`src/rtl/tsr_pkg.sv`:
```
// Register map, field layouts, reset values and timing counts for the tilt sensor register bank.
// Assumes a 100 MHz system clock and byte-wide register access with 6-bit byte addresses.
package tsr_pkg;
    localparam int unsigned CLK_HZ = 100000000;
    // Byte addresses of the low byte of each register.
    localparam logic [5:0] ADDR_SUPPLY = 6'h02;
    localparam logic [5:0] ADDR_XACCL = 6'h04;
    localparam logic [5:0] ADDR_YACCL = 6'h06;
    localparam logic [5:0] ADDR_AUXADC = 6'h08;
    localparam logic [5:0] ADDR_TEMP = 6'h0a;
    localparam logic [5:0] ADDR_XTILT = 6'h0c;
    localparam logic [5:0] ADDR_YTILT = 6'h0e;
    localparam logic [5:0] ADDR_ROT = 6'h10;
    localparam logic [5:0] ADDR_DAC = 6'h30;
    localparam logic [5:0] ADDR_GPIO = 6'h32;
    localparam logic [5:0] ADDR_MISC = 6'h34;
    localparam logic [5:0] ADDR_PERIOD = 6'h36;
    localparam logic [5:0] ADDR_AVG = 6'h38;
    localparam logic [5:0] ADDR_SLEEP = 6'h3a;
    localparam logic [5:0] ADDR_STATUS = 6'h3c;
    localparam logic [5:0] ADDR_COMMAND = 6'h3e;
    // Reset values.
    localparam logic [15:0] PERIOD_RESET = 16'h0014;
    localparam logic [15:0] AVG_RESET = 16'h0008;
    localparam logic [15:0] MISC_RESET = 16'h0000;
    localparam logic [15:0] GPIO_RESET = 16'h0000;
    // Output word layout.
    localparam int FRESH_BIT = 15;
    localparam int FAULT_BIT = 14;
    localparam int DATA_W = 14;
    localparam int NARROW_W = 12;
    // Field positions.
    localparam int PERIOD_BASE_BIT = 7;
    localparam int PERIOD_COUNT_W = 7;
    localparam int AVG_W = 4;
    localparam logic [3:0] AVG_MAX = 4'h8;
    localparam int MISC_LINE_BIT = 0;
    localparam int MISC_POL_BIT = 1;
    localparam int MISC_DRDY_EN_BIT = 2;
    localparam int MISC_TEST_BIT = 8;
    localparam int MISC_NOSTART_BIT = 10;
    localparam logic [15:0] MISC_MASK = 16'h0507;
    localparam logic [15:0] GPIO_DIR_MASK = 16'h0003;
    localparam int GPIO_DATA_LSB = 8;
    localparam int CMD_DAC_LATCH_BIT = 2;
    localparam int STATUS_SELFTEST_BIT = 5;
    localparam int DAC_W = 12;
    // Timing in nanoseconds (sleep unit in milliseconds) and derived cycle counts.
    localparam int unsigned BASE_FAST_NS = 244140;
    localparam int unsigned BASE_SLOW_NS = 7568000;
    localparam int unsigned PERIOD_ADD_NS = 122070;
    localparam int unsigned SLEEP_UNIT_MS = 500;
    localparam int unsigned BASE_FAST_CYC = BASE_FAST_NS / (1000000000 / CLK_HZ);
    localparam int unsigned BASE_SLOW_CYC = BASE_SLOW_NS / (1000000000 / CLK_HZ);
    localparam int unsigned PERIOD_ADD_CYC = PERIOD_ADD_NS / (1000000000 / CLK_HZ);
    localparam int unsigned SLEEP_UNIT_CYC = SLEEP_UNIT_MS * (CLK_HZ / 1000);
endpackage

```
`src/rtl/tsr_regs.sv`:
```
// Register bank of a dual-axis tilt sensor: output words, sample timer, sleep, filter, lines and DAC.
// Assumes an SPI slave front end on clk_sys presenting byte reads and writes by 6-bit address.
`timescale 1ns/10ps
module tsr_regs #(
    parameter int unsigned SLEEP_UNIT_CYCLES = tsr_pkg::SLEEP_UNIT_CYC,
    parameter int unsigned BASE_FAST_CYCLES = tsr_pkg::BASE_FAST_CYC,
    parameter int unsigned BASE_SLOW_CYCLES = tsr_pkg::BASE_SLOW_CYC,
    parameter int unsigned PERIOD_ADD_CYCLES = tsr_pkg::PERIOD_ADD_CYC
) (
    // Clock and reset.
    input wire logic clk_sys,
    input wire logic resetn,
    // Byte register access from the serial front end.
    input wire logic [5:0] bus_addr,
    input wire logic bus_wr,
    input wire logic [7:0] bus_wdata,
    input wire logic bus_rd,
    output logic [7:0] bus_rdata,
    // Measurement values from the conversion path.
    input wire logic [13:0] meas_supply,
    input wire logic [13:0] meas_xaccel,
    input wire logic [13:0] meas_yaccel,
    input wire logic [11:0] meas_auxadc,
    input wire logic [11:0] meas_temp,
    input wire logic [13:0] meas_xtilt,
    input wire logic [13:0] meas_ytilt,
    input wire logic [13:0] meas_rot,
    input wire logic meas_fault,
    // Alarm engine claim on the lines.
    input wire logic alarm_enable,
    input wire logic alarm_line_sel,
    input wire logic alarm_level,
    // Self-test engine.
    output logic selftest_run,
    input wire logic selftest_done,
    input wire logic selftest_fail,
    // Status and filter controls.
    output logic status_selftest_err,
    output logic [3:0] filter_exponent,
    output logic sample_tick,
    output logic sleeping,
    // Multipurpose lines.
    input wire logic line_one_in,
    output logic line_one_out,
    output logic line_one_oe,
    input wire logic line_two_in,
    output logic line_two_out,
    output logic line_two_oe,
    // Auxiliary DAC output level.
    output logic [11:0] dac_level
);
    // Refuse cycle counts that would stall the timers.
    if (SLEEP_UNIT_CYCLES < 1 || BASE_FAST_CYCLES < 1 || BASE_SLOW_CYCLES < 1 || PERIOD_ADD_CYCLES < 1) begin
        $error("tsr_regs: cycle counts must be at least one");
    end

    typedef enum logic [1:0] {
        TSR_ST_IDLE = 2'b00,
        TSR_ST_START = 2'b01,
        TSR_ST_MANUAL = 2'b10
    } tsr_test_type;

    logic [15:0] period_reg;
    logic [15:0] avg_reg;
    logic [15:0] misc_reg;
    logic [15:0] gpio_reg;
    logic [15:0] dac_reg;
    logic [11:0] dac_out_reg;
    logic fresh_reg;
    logic err_reg;
    logic [7:0] sleep_left_reg;
    logic [31:0] sleep_tick_reg;
    logic [31:0] period_cnt_reg;
    logic [31:0] drdy_cnt_reg;
    logic [31:0] drdy_len_reg;
    logic drdy_reg;
    tsr_test_type test_reg;
    logic [1:0] one_sync_reg;
    logic [1:0] two_sync_reg;
    logic [7:0] rdata_reg;
    logic [15:0] rd_word;
    logic [31:0] period_len;
    logic in_test;
    logic tick;

    function automatic logic [15:0] out_word(input logic [13:0] data, input logic fresh, input logic fault);
        out_word = {fresh, fault, data};
    endfunction

    function automatic logic [15:0] set_byte(input logic [15:0] cur, input logic hi, input logic [7:0] val);
        set_byte = hi ? {val, cur[7:0]} : {cur[15:8], val};
    endfunction

    assign in_test = (test_reg != TSR_ST_IDLE);
    assign sleeping = (sleep_left_reg != 8'h00);

    // Sample period from time base and increment count.
    always_comb begin
        period_len = (period_reg[tsr_pkg::PERIOD_BASE_BIT] ? BASE_SLOW_CYCLES : BASE_FAST_CYCLES)
            * 32'(period_reg[tsr_pkg::PERIOD_COUNT_W-1:0]) + PERIOD_ADD_CYCLES;
    end
    assign tick = !sleeping && (period_cnt_reg + 32'h1 >= period_len);
    assign sample_tick = tick;

    always_ff @(posedge clk_sys or negedge resetn) begin
        if (!resetn) begin
            period_cnt_reg <= 32'h0;
        end else if (sleeping || tick) begin
            period_cnt_reg <= 32'h0;
        end else begin
            period_cnt_reg <= period_cnt_reg + 32'h1;
        end
    end

    // Configuration writes; period and averaging are locked during self-test.
    always_ff @(posedge clk_sys or negedge resetn) begin
        if (!resetn) begin
            period_reg <= tsr_pkg::PERIOD_RESET;
            avg_reg <= tsr_pkg::AVG_RESET;
        end else if (bus_wr && !in_test && !sleeping) begin
            if (bus_addr[5:1] == tsr_pkg::ADDR_PERIOD[5:1]) begin
                period_reg <= set_byte(period_reg, bus_addr[0], bus_wdata) & 16'h00ff;
            end
            if (bus_addr == tsr_pkg::ADDR_AVG) begin
                if (bus_wdata[3:0] <= tsr_pkg::AVG_MAX) begin
                    avg_reg <= {12'h000, bus_wdata[3:0]};
                end
            end
        end
    end
    assign filter_exponent = avg_reg[tsr_pkg::AVG_W-1:0];

    always_ff @(posedge clk_sys or negedge resetn) begin
        if (!resetn) begin
            misc_reg <= tsr_pkg::MISC_RESET;
            gpio_reg <= tsr_pkg::GPIO_RESET;
        end else if (bus_wr && !sleeping) begin
            if (bus_addr[5:1] == tsr_pkg::ADDR_MISC[5:1]) begin
                misc_reg <= set_byte(misc_reg, bus_addr[0], bus_wdata) & tsr_pkg::MISC_MASK;
            end
            if (bus_addr[5:1] == tsr_pkg::ADDR_GPIO[5:1]) begin
                gpio_reg <= set_byte(gpio_reg, bus_addr[0], bus_wdata) & 16'h0303;
            end
        end
    end

    // Sleep counter: only reset cuts it short.
    always_ff @(posedge clk_sys or negedge resetn) begin
        if (!resetn) begin
            sleep_left_reg <= 8'h00;
            sleep_tick_reg <= 32'h0;
        end else if (sleeping) begin
            if (sleep_tick_reg + 32'h1 >= SLEEP_UNIT_CYCLES) begin
                sleep_tick_reg <= 32'h0;
                sleep_left_reg <= sleep_left_reg - 8'h01;
            end else begin
                sleep_tick_reg <= sleep_tick_reg + 32'h1;
            end
        end else if (bus_wr && bus_addr == tsr_pkg::ADDR_SLEEP) begin
            sleep_left_reg <= bus_wdata;
            sleep_tick_reg <= 32'h0;
        end
    end

    // Self-test sequencing: startup once unless suppressed, manual repeats while bit 8 is set.
    always_ff @(posedge clk_sys or negedge resetn) begin
        if (!resetn) begin
            test_reg <= TSR_ST_START;
            err_reg <= 1'b0;
        end else begin
            unique case (test_reg)
                TSR_ST_START: begin
                    if (misc_reg[tsr_pkg::MISC_NOSTART_BIT] || selftest_done) begin
                        test_reg <= TSR_ST_IDLE;
                    end
                end
                TSR_ST_MANUAL: begin
                    if (!misc_reg[tsr_pkg::MISC_TEST_BIT] && selftest_done) begin
                        test_reg <= TSR_ST_IDLE;
                    end
                end
                TSR_ST_IDLE: begin
                    if (misc_reg[tsr_pkg::MISC_TEST_BIT]) begin
                        test_reg <= TSR_ST_MANUAL;
                    end
                end
                default: test_reg <= TSR_ST_IDLE;
            endcase
            if (in_test && selftest_done && selftest_fail) begin
                err_reg <= 1'b1;
            end else if (bus_rd && bus_addr == tsr_pkg::ADDR_STATUS) begin
                err_reg <= 1'b0;
            end
        end
    end
    assign selftest_run = in_test && !(test_reg == TSR_ST_START && misc_reg[tsr_pkg::MISC_NOSTART_BIT]);
    assign status_selftest_err = err_reg;

    // Fresh flag: set wins over a read in the same cycle.
    always_ff @(posedge clk_sys or negedge resetn) begin
        if (!resetn) begin
            fresh_reg <= 1'b0;
        end else if (tick) begin
            fresh_reg <= 1'b1;
        end else if (bus_rd && bus_addr >= tsr_pkg::ADDR_SUPPLY && bus_addr <= (tsr_pkg::ADDR_ROT | 6'h01)) begin
            fresh_reg <= 1'b0;
        end
    end

    // Data-ready pulse, one per update, high for a quarter period.
    always_ff @(posedge clk_sys or negedge resetn) begin
        if (!resetn) begin
            drdy_reg <= 1'b0;
            drdy_cnt_reg <= 32'h0;
            drdy_len_reg <= 32'h1;
        end else if (tick) begin
            drdy_reg <= 1'b1;
            drdy_len_reg <= (period_len >> 2) == 32'h0 ? 32'h1 : (period_len >> 2);
            drdy_cnt_reg <= 32'h0;
        end else if (drdy_reg) begin
            if (drdy_cnt_reg + 32'h1 >= drdy_len_reg) begin
                drdy_reg <= 1'b0;
            end
            drdy_cnt_reg <= drdy_cnt_reg + 32'h1;
        end
    end

    // Line input synchronisers.
    always_ff @(posedge clk_sys or negedge resetn) begin
        if (!resetn) begin
            one_sync_reg <= 2'b00;
            two_sync_reg <= 2'b00;
        end else begin
            one_sync_reg <= {one_sync_reg[0], line_one_in};
            two_sync_reg <= {two_sync_reg[0], line_two_in};
        end
    end

    // Line ownership by priority.
    always_comb begin
        logic drdy_lvl;
        logic alm_lvl;
        drdy_lvl = (drdy_reg == misc_reg[tsr_pkg::MISC_POL_BIT]);
        alm_lvl = alarm_level;
        line_one_oe = gpio_reg[0];
        line_one_out = gpio_reg[tsr_pkg::GPIO_DATA_LSB];
        line_two_oe = gpio_reg[1];
        line_two_out = gpio_reg[tsr_pkg::GPIO_DATA_LSB + 1];
        if (alarm_enable && !alarm_line_sel) begin
            line_one_oe = 1'b1;
            line_one_out = alm_lvl;
        end
        if (alarm_enable && alarm_line_sel) begin
            line_two_oe = 1'b1;
            line_two_out = alm_lvl;
        end
        if (misc_reg[tsr_pkg::MISC_DRDY_EN_BIT] && !misc_reg[tsr_pkg::MISC_LINE_BIT]) begin
            line_one_oe = 1'b1;
            line_one_out = drdy_lvl;
        end
        if (misc_reg[tsr_pkg::MISC_DRDY_EN_BIT] && misc_reg[tsr_pkg::MISC_LINE_BIT]) begin
            line_two_oe = 1'b1;
            line_two_out = drdy_lvl;
        end
    end

    // DAC staging register and output latch.
    always_ff @(posedge clk_sys or negedge resetn) begin
        if (!resetn) begin
            dac_reg <= 16'h0000;
            dac_out_reg <= 12'h000;
        end else if (bus_wr && !sleeping) begin
            if (bus_addr[5:1] == tsr_pkg::ADDR_DAC[5:1]) begin
                dac_reg <= set_byte(dac_reg, bus_addr[0], bus_wdata) & 16'h0fff;
            end
            if (bus_addr == tsr_pkg::ADDR_COMMAND && bus_wdata[tsr_pkg::CMD_DAC_LATCH_BIT]) begin
                dac_out_reg <= dac_reg[tsr_pkg::DAC_W-1:0];
            end
        end
    end
    assign dac_level = dac_out_reg;

    // Word selected by the read address.
    always_comb begin
        case ({bus_addr[5:1], 1'b0})
            tsr_pkg::ADDR_SUPPLY: rd_word = out_word(meas_supply, fresh_reg, meas_fault);
            tsr_pkg::ADDR_XACCL: rd_word = out_word(meas_xaccel, fresh_reg, meas_fault);
            tsr_pkg::ADDR_YACCL: rd_word = out_word(meas_yaccel, fresh_reg, meas_fault);
            tsr_pkg::ADDR_AUXADC: rd_word = out_word({2'b00, meas_auxadc}, fresh_reg, meas_fault);
            tsr_pkg::ADDR_TEMP: rd_word = out_word({2'b00, meas_temp}, fresh_reg, meas_fault);
            tsr_pkg::ADDR_XTILT: rd_word = out_word(meas_xtilt, fresh_reg, meas_fault);
            tsr_pkg::ADDR_YTILT: rd_word = out_word(meas_ytilt, fresh_reg, meas_fault);
            tsr_pkg::ADDR_ROT: rd_word = out_word(meas_rot, fresh_reg, meas_fault);
            tsr_pkg::ADDR_DAC: rd_word = dac_reg;
            tsr_pkg::ADDR_GPIO: rd_word = {6'h00, two_sync_reg[1], one_sync_reg[1], 6'h00, gpio_reg[1:0]};
            tsr_pkg::ADDR_MISC: rd_word = misc_reg;
            tsr_pkg::ADDR_PERIOD: rd_word = period_reg;
            tsr_pkg::ADDR_AVG: rd_word = avg_reg;
            tsr_pkg::ADDR_STATUS: rd_word = {10'h000, err_reg, 5'h00};
            default: rd_word = 16'h0000;
        endcase
    end

    // Read data for the addressed byte.
    always_ff @(posedge clk_sys or negedge resetn) begin
        if (!resetn) begin
            rdata_reg <= 8'h00;
        end else if (bus_rd) begin
            rdata_reg <= bus_addr[0] ? rd_word[15:8] : rd_word[7:0];
        end
    end
    assign bus_rdata = rdata_reg;
endmodule

```
`config.mk`:
```
export PLATFORM = sky130hd
export DESIGN_NAME = tsr_regs
export DESIGN_NICKNAME = d
export VERILOG_FILES = /design/src/rtl/tsr_pkg.sv /design/src/rtl/tsr_regs.sv
export SDC_FILE = /design/constraint.sdc
export NUM_CORES = 1
export LEC_CHECK = 0
export BUFFER_PORTS_ARGS = -buffer_cell sky130_fd_sc_hd__buf_4
export CORE_AREA = 3 3 165 167
export CTS_CLUSTER_DIAMETER = 50
export DETAILED_ROUTE_END_ITERATION = 10
export DIE_AREA = 0 0 168 170
export HOLD_SLACK_MARGIN = 0.03
export PLACE_DENSITY_LB_ADDON = 0.2
export SLEW_MARGIN = 20
export SYNTH_ARGS = -nofsm -noshare
export SYNTH_HDL_FRONTEND = slang
export SYNTH_SLANG_ARGS = --single-unit
```
`constraint.sdc`:
```
create_clock -name clk_sys -period 21.3 [get_ports clk_sys]
set_clock_uncertainty 0.2 [all_clocks]
set_input_delay 4.26 -clock clk_sys [delete_from_list [all_inputs] [get_ports clk_sys]]
set_output_delay 4.26 -clock clk_sys [all_outputs]
set_load 0.005 [all_outputs]
```
==> metrics.txt <==
Worst Hold Class reg2reg; CP Max Fanout 8; Post-CTS Resized 0; sequential cell area fraction in the yosys report 0.311; register bit count reported by yosys 192; Max Root-Sink Buffers 2; area grow syn2layout 13.7%; RSZ-0062 raised after global routing no; Net Sw Frac 0.253; Final period util 0.553; Leak 8.52 nW; Avg Inst Size Synth 8.90 µm²; WHS 0.152 ns; Rows 59; CTS sink cnt 192; Logic pwr share 0.069; Initial Utilization 0.596; TNS Setup 0 ns; Power Dens Cells 41.8 nW/µm²; fin. max-slew vios 0; root buffer selected by CTS clkbuf_16; cell family with most CP delay adder cells; cell accounting for the most synthesized area dfrtp_1; grt total ovfl 0; # fillers 2062; first-pass GRT wire length 66800 µm; CP required 16.84 ns; vias in the first global route 13500; clock transition time at the flip-flop clock pins of the worst setup and hold paths 0.08 ns; first-pass iteration count of the detailed router 6; setup bufs post-CTS 0; hpwl dp between 30000 and 40000 µm; Initial DRC Count slightly below 1000; Worst Max-Slew Pin Slew 1.12 ns; via count between 10000 and 15000; largest net degree at the start of global routing between 80 and 90; Synth top cells by count 187 x dfrtp_1, 171 x inv_1, 157 x nand2_1; r2r startpoint period_reg[4]; Synth Area in Adders 0.173; largest family of logic cells by synthesized area simple AND/OR/NAND/NOR gates; Die X 168 µm; headroom to the max-slew limit 0.249; Post-synth EDFFs 0; CP peak stage delay just over 0.6 ns; largest cells by area after synthesis dfrtp_1 30%, ha_1 11%, fa_1 6.6%, inv_1 4.2%, nand2_1 3.8%; MaxCap Viol Count 0; sequential power share 0.501; WP buf/inv 7; synth warn 0; mapped cell area 15400 µm²; minimum clock period 11.77 ns; Cells after Synth 1736; Slowest-stage cell, CP dfstp_2; Post-Route WL 40600 µm; share of cells above drive strength 1 0.152; Die H 170 µm; final core occ 0.678; Most common cell on crit path inv_1; startpoint types flop; top cell type's share of synthesized area 0.303; power consumption 0.000735 W; Switch Pwr between 0.00015 and 0.0002 W; die area 28600 µm²; crit path capture type primary output; async set-reset flop share out of synthesis 1.00; Unique masters post-synth 78; critical path arrival 7.31 ns; Simple-Gate Fraction of Synth Area 0.197; H-tree levels 4; post-detailed-route wirelength per cell 18.3 µm; # hold bufs at CTS 0; final instance area 17600 µm²; Ports 166; part of the power in the clock network 0.430; XOR/XNOR share of the synthesized area 0.0624; VDD IR max 0.0000554 V; # setup viols final 0; worst setup path class reg2out; # DRC 0; GP Congestion ~0.96; Cell Area, Placed 17000 µm²; CTS tree done; initial antenna violation count 0; Worst Hold Launch one_sync_reg[0]; diodes inserted 0; Compound-Gate Fraction of Synth Area 0.148; DR vias/cell about 6.0; count leader, synth dfrtp_1; CTS Buf Count 17; post-synthesis mux area share 0.0474; nets 2186; Power Internal 0.000549 W; CP Launch Point period_reg[4]; final hold violations 0; GRT Total Usage 0.286; core area 25900 µm²; Fmax between 0.08 and 0.09 GHz; dominant synthesized flop cell dfrtp_1; status finished clean; port bufs roughly 170; Final ANT Viol Nets 0; clk_lat worst skew roughly 0.44 ns
==> per-stage QoR <==
stage,setup WS (ns),std cells
2_1_floorplan,10.34,1740
3_3_place_gp,10.22,2185
3_5_place_dp,10.07,2185
4_1_cts,9.58,2216
5_1_grt,9.07,2216
6_report,9.53,2216
==> final timing paths <==
path | end | slack, ns | cells past startpoint
hold / removal | one_sync_reg[1] | 0.15 | 0
setup / recovery | sample_tick | 9.53 | 26
setup reg to reg | drdy_len_reg[0] | 13.32 | 26
max in group asynchronous | period_cnt_reg[25] | 15.32 | 3
hold reg to reg | one_sync_reg[1] | 0.15 | 0
min in group asynchronous | period_cnt_reg[5] | 3.63 | 1
==> layout by cell type, fill, tap and decap left out, types with 6 or more instances in the layout <==
cell type and count:
a211oi_1 12, a21o_1 26, a21oi_1 72, a221oi_1 22, a222oi_1 8, a22o_1 21, a22oi_1 16, a31oi_1 13
and2_1 24, and3_1 22, and4_1 9, buf_4 179, clkbuf_16 17, conb_1 6, dfrtp_1 187, fa_1 51
ha_1 132, inv_1 171, mux2_2 49, mux2i_1 18, nand2_1 157, nand2b_1 28, nand3_1 64, nand4_1 44
nor2_1 116, nor2b_1 35, nor3_1 38, nor3b_1 9, nor4_1 11, o211ai_1 9, o21ai_0 78, o22ai_1 6
o31ai_1 12, or2_2 6, or3_1 10, xnor2_1 53, xor2_1 57
==> cell families (layout without fill, tap and decap cells) <==
family / after synthesis / count (layout)
AO/OA/AOI/OAI: 341 / 341
XOR/XNOR: 110 / 110
adder cells (fa/ha/maj): 183 / 183
buffers and inverters: 242 / 383
flip-flops: 192 / 192
multiplexers: 67 / 67
other: 2 / 6
AND/OR/NAND/NOR: 599 / 599
==> power groups by stage <==
stage / combinational, W / clock, W / sequential, W
finish: 0.0000504 / 0.000316 / 0.000368
floorplan: 0.0000138 / 0 / 0.000375
global route: 0.0000552 / 0.000335 / 0.000368
detailed placement: 0.0000500 / 0 / 0.000375
CTS: 0.0000503 / 0.000323 / 0.000368
global placement: 0.0000491 / 0 / 0.000375
==> layer usage <==
layer  wire (µm)  share of wire  GRT usage  up-vias
met2       19400           0.48      0.477      468
met1       16800           0.41      0.362     6408
li1            -              -          -     6361
met4        1600          0.039      0.122        0
met3        2770          0.068     0.0623      122
met5           0              0          0        -
==> worst reg2reg max path, stage by stage (launching register included) <==
cell and delay [ns]:
dfstp_2 0.62, nor2b_1 0.45, inv_1 0.22, fa_1 0.53
inv_1 0.05, fa_1 0.53, inv_1 0.05, fa_1 0.50
fa_1 0.54, inv_1 0.04, ha_1 0.38, nand4_1 0.16
or3_1 0.43, o21ai_0 0.43, o221ai_1 0.24, xor2_1 0.21
ha_1 0.32, nand4_1 0.11, nor3_1 0.30, a221oi_1 0.16
a21oi_1 0.23, o21ai_2 0.11, inv_1 0.08, buf_4 0.45
nand4_1 0.19, nand4b_1 0.28, nand2_1 0.11
==> cell type report <==
type / count / area [µm²] / area share
clock buffer: 19 / 443 / 0.0252
clock inverter: 12 / 120 / 0.00684
multi-input combinational: 1306 / 9770 / 0.556
inverter: 172 / 646 / 0.0368
sequential: 192 / 4810 / 0.274
timing repair buffer: 180 / 1360 / 0.0773
tap: 335 / 419 / 0.0239
Note: power is estimated with default switching activity, not from simulation.
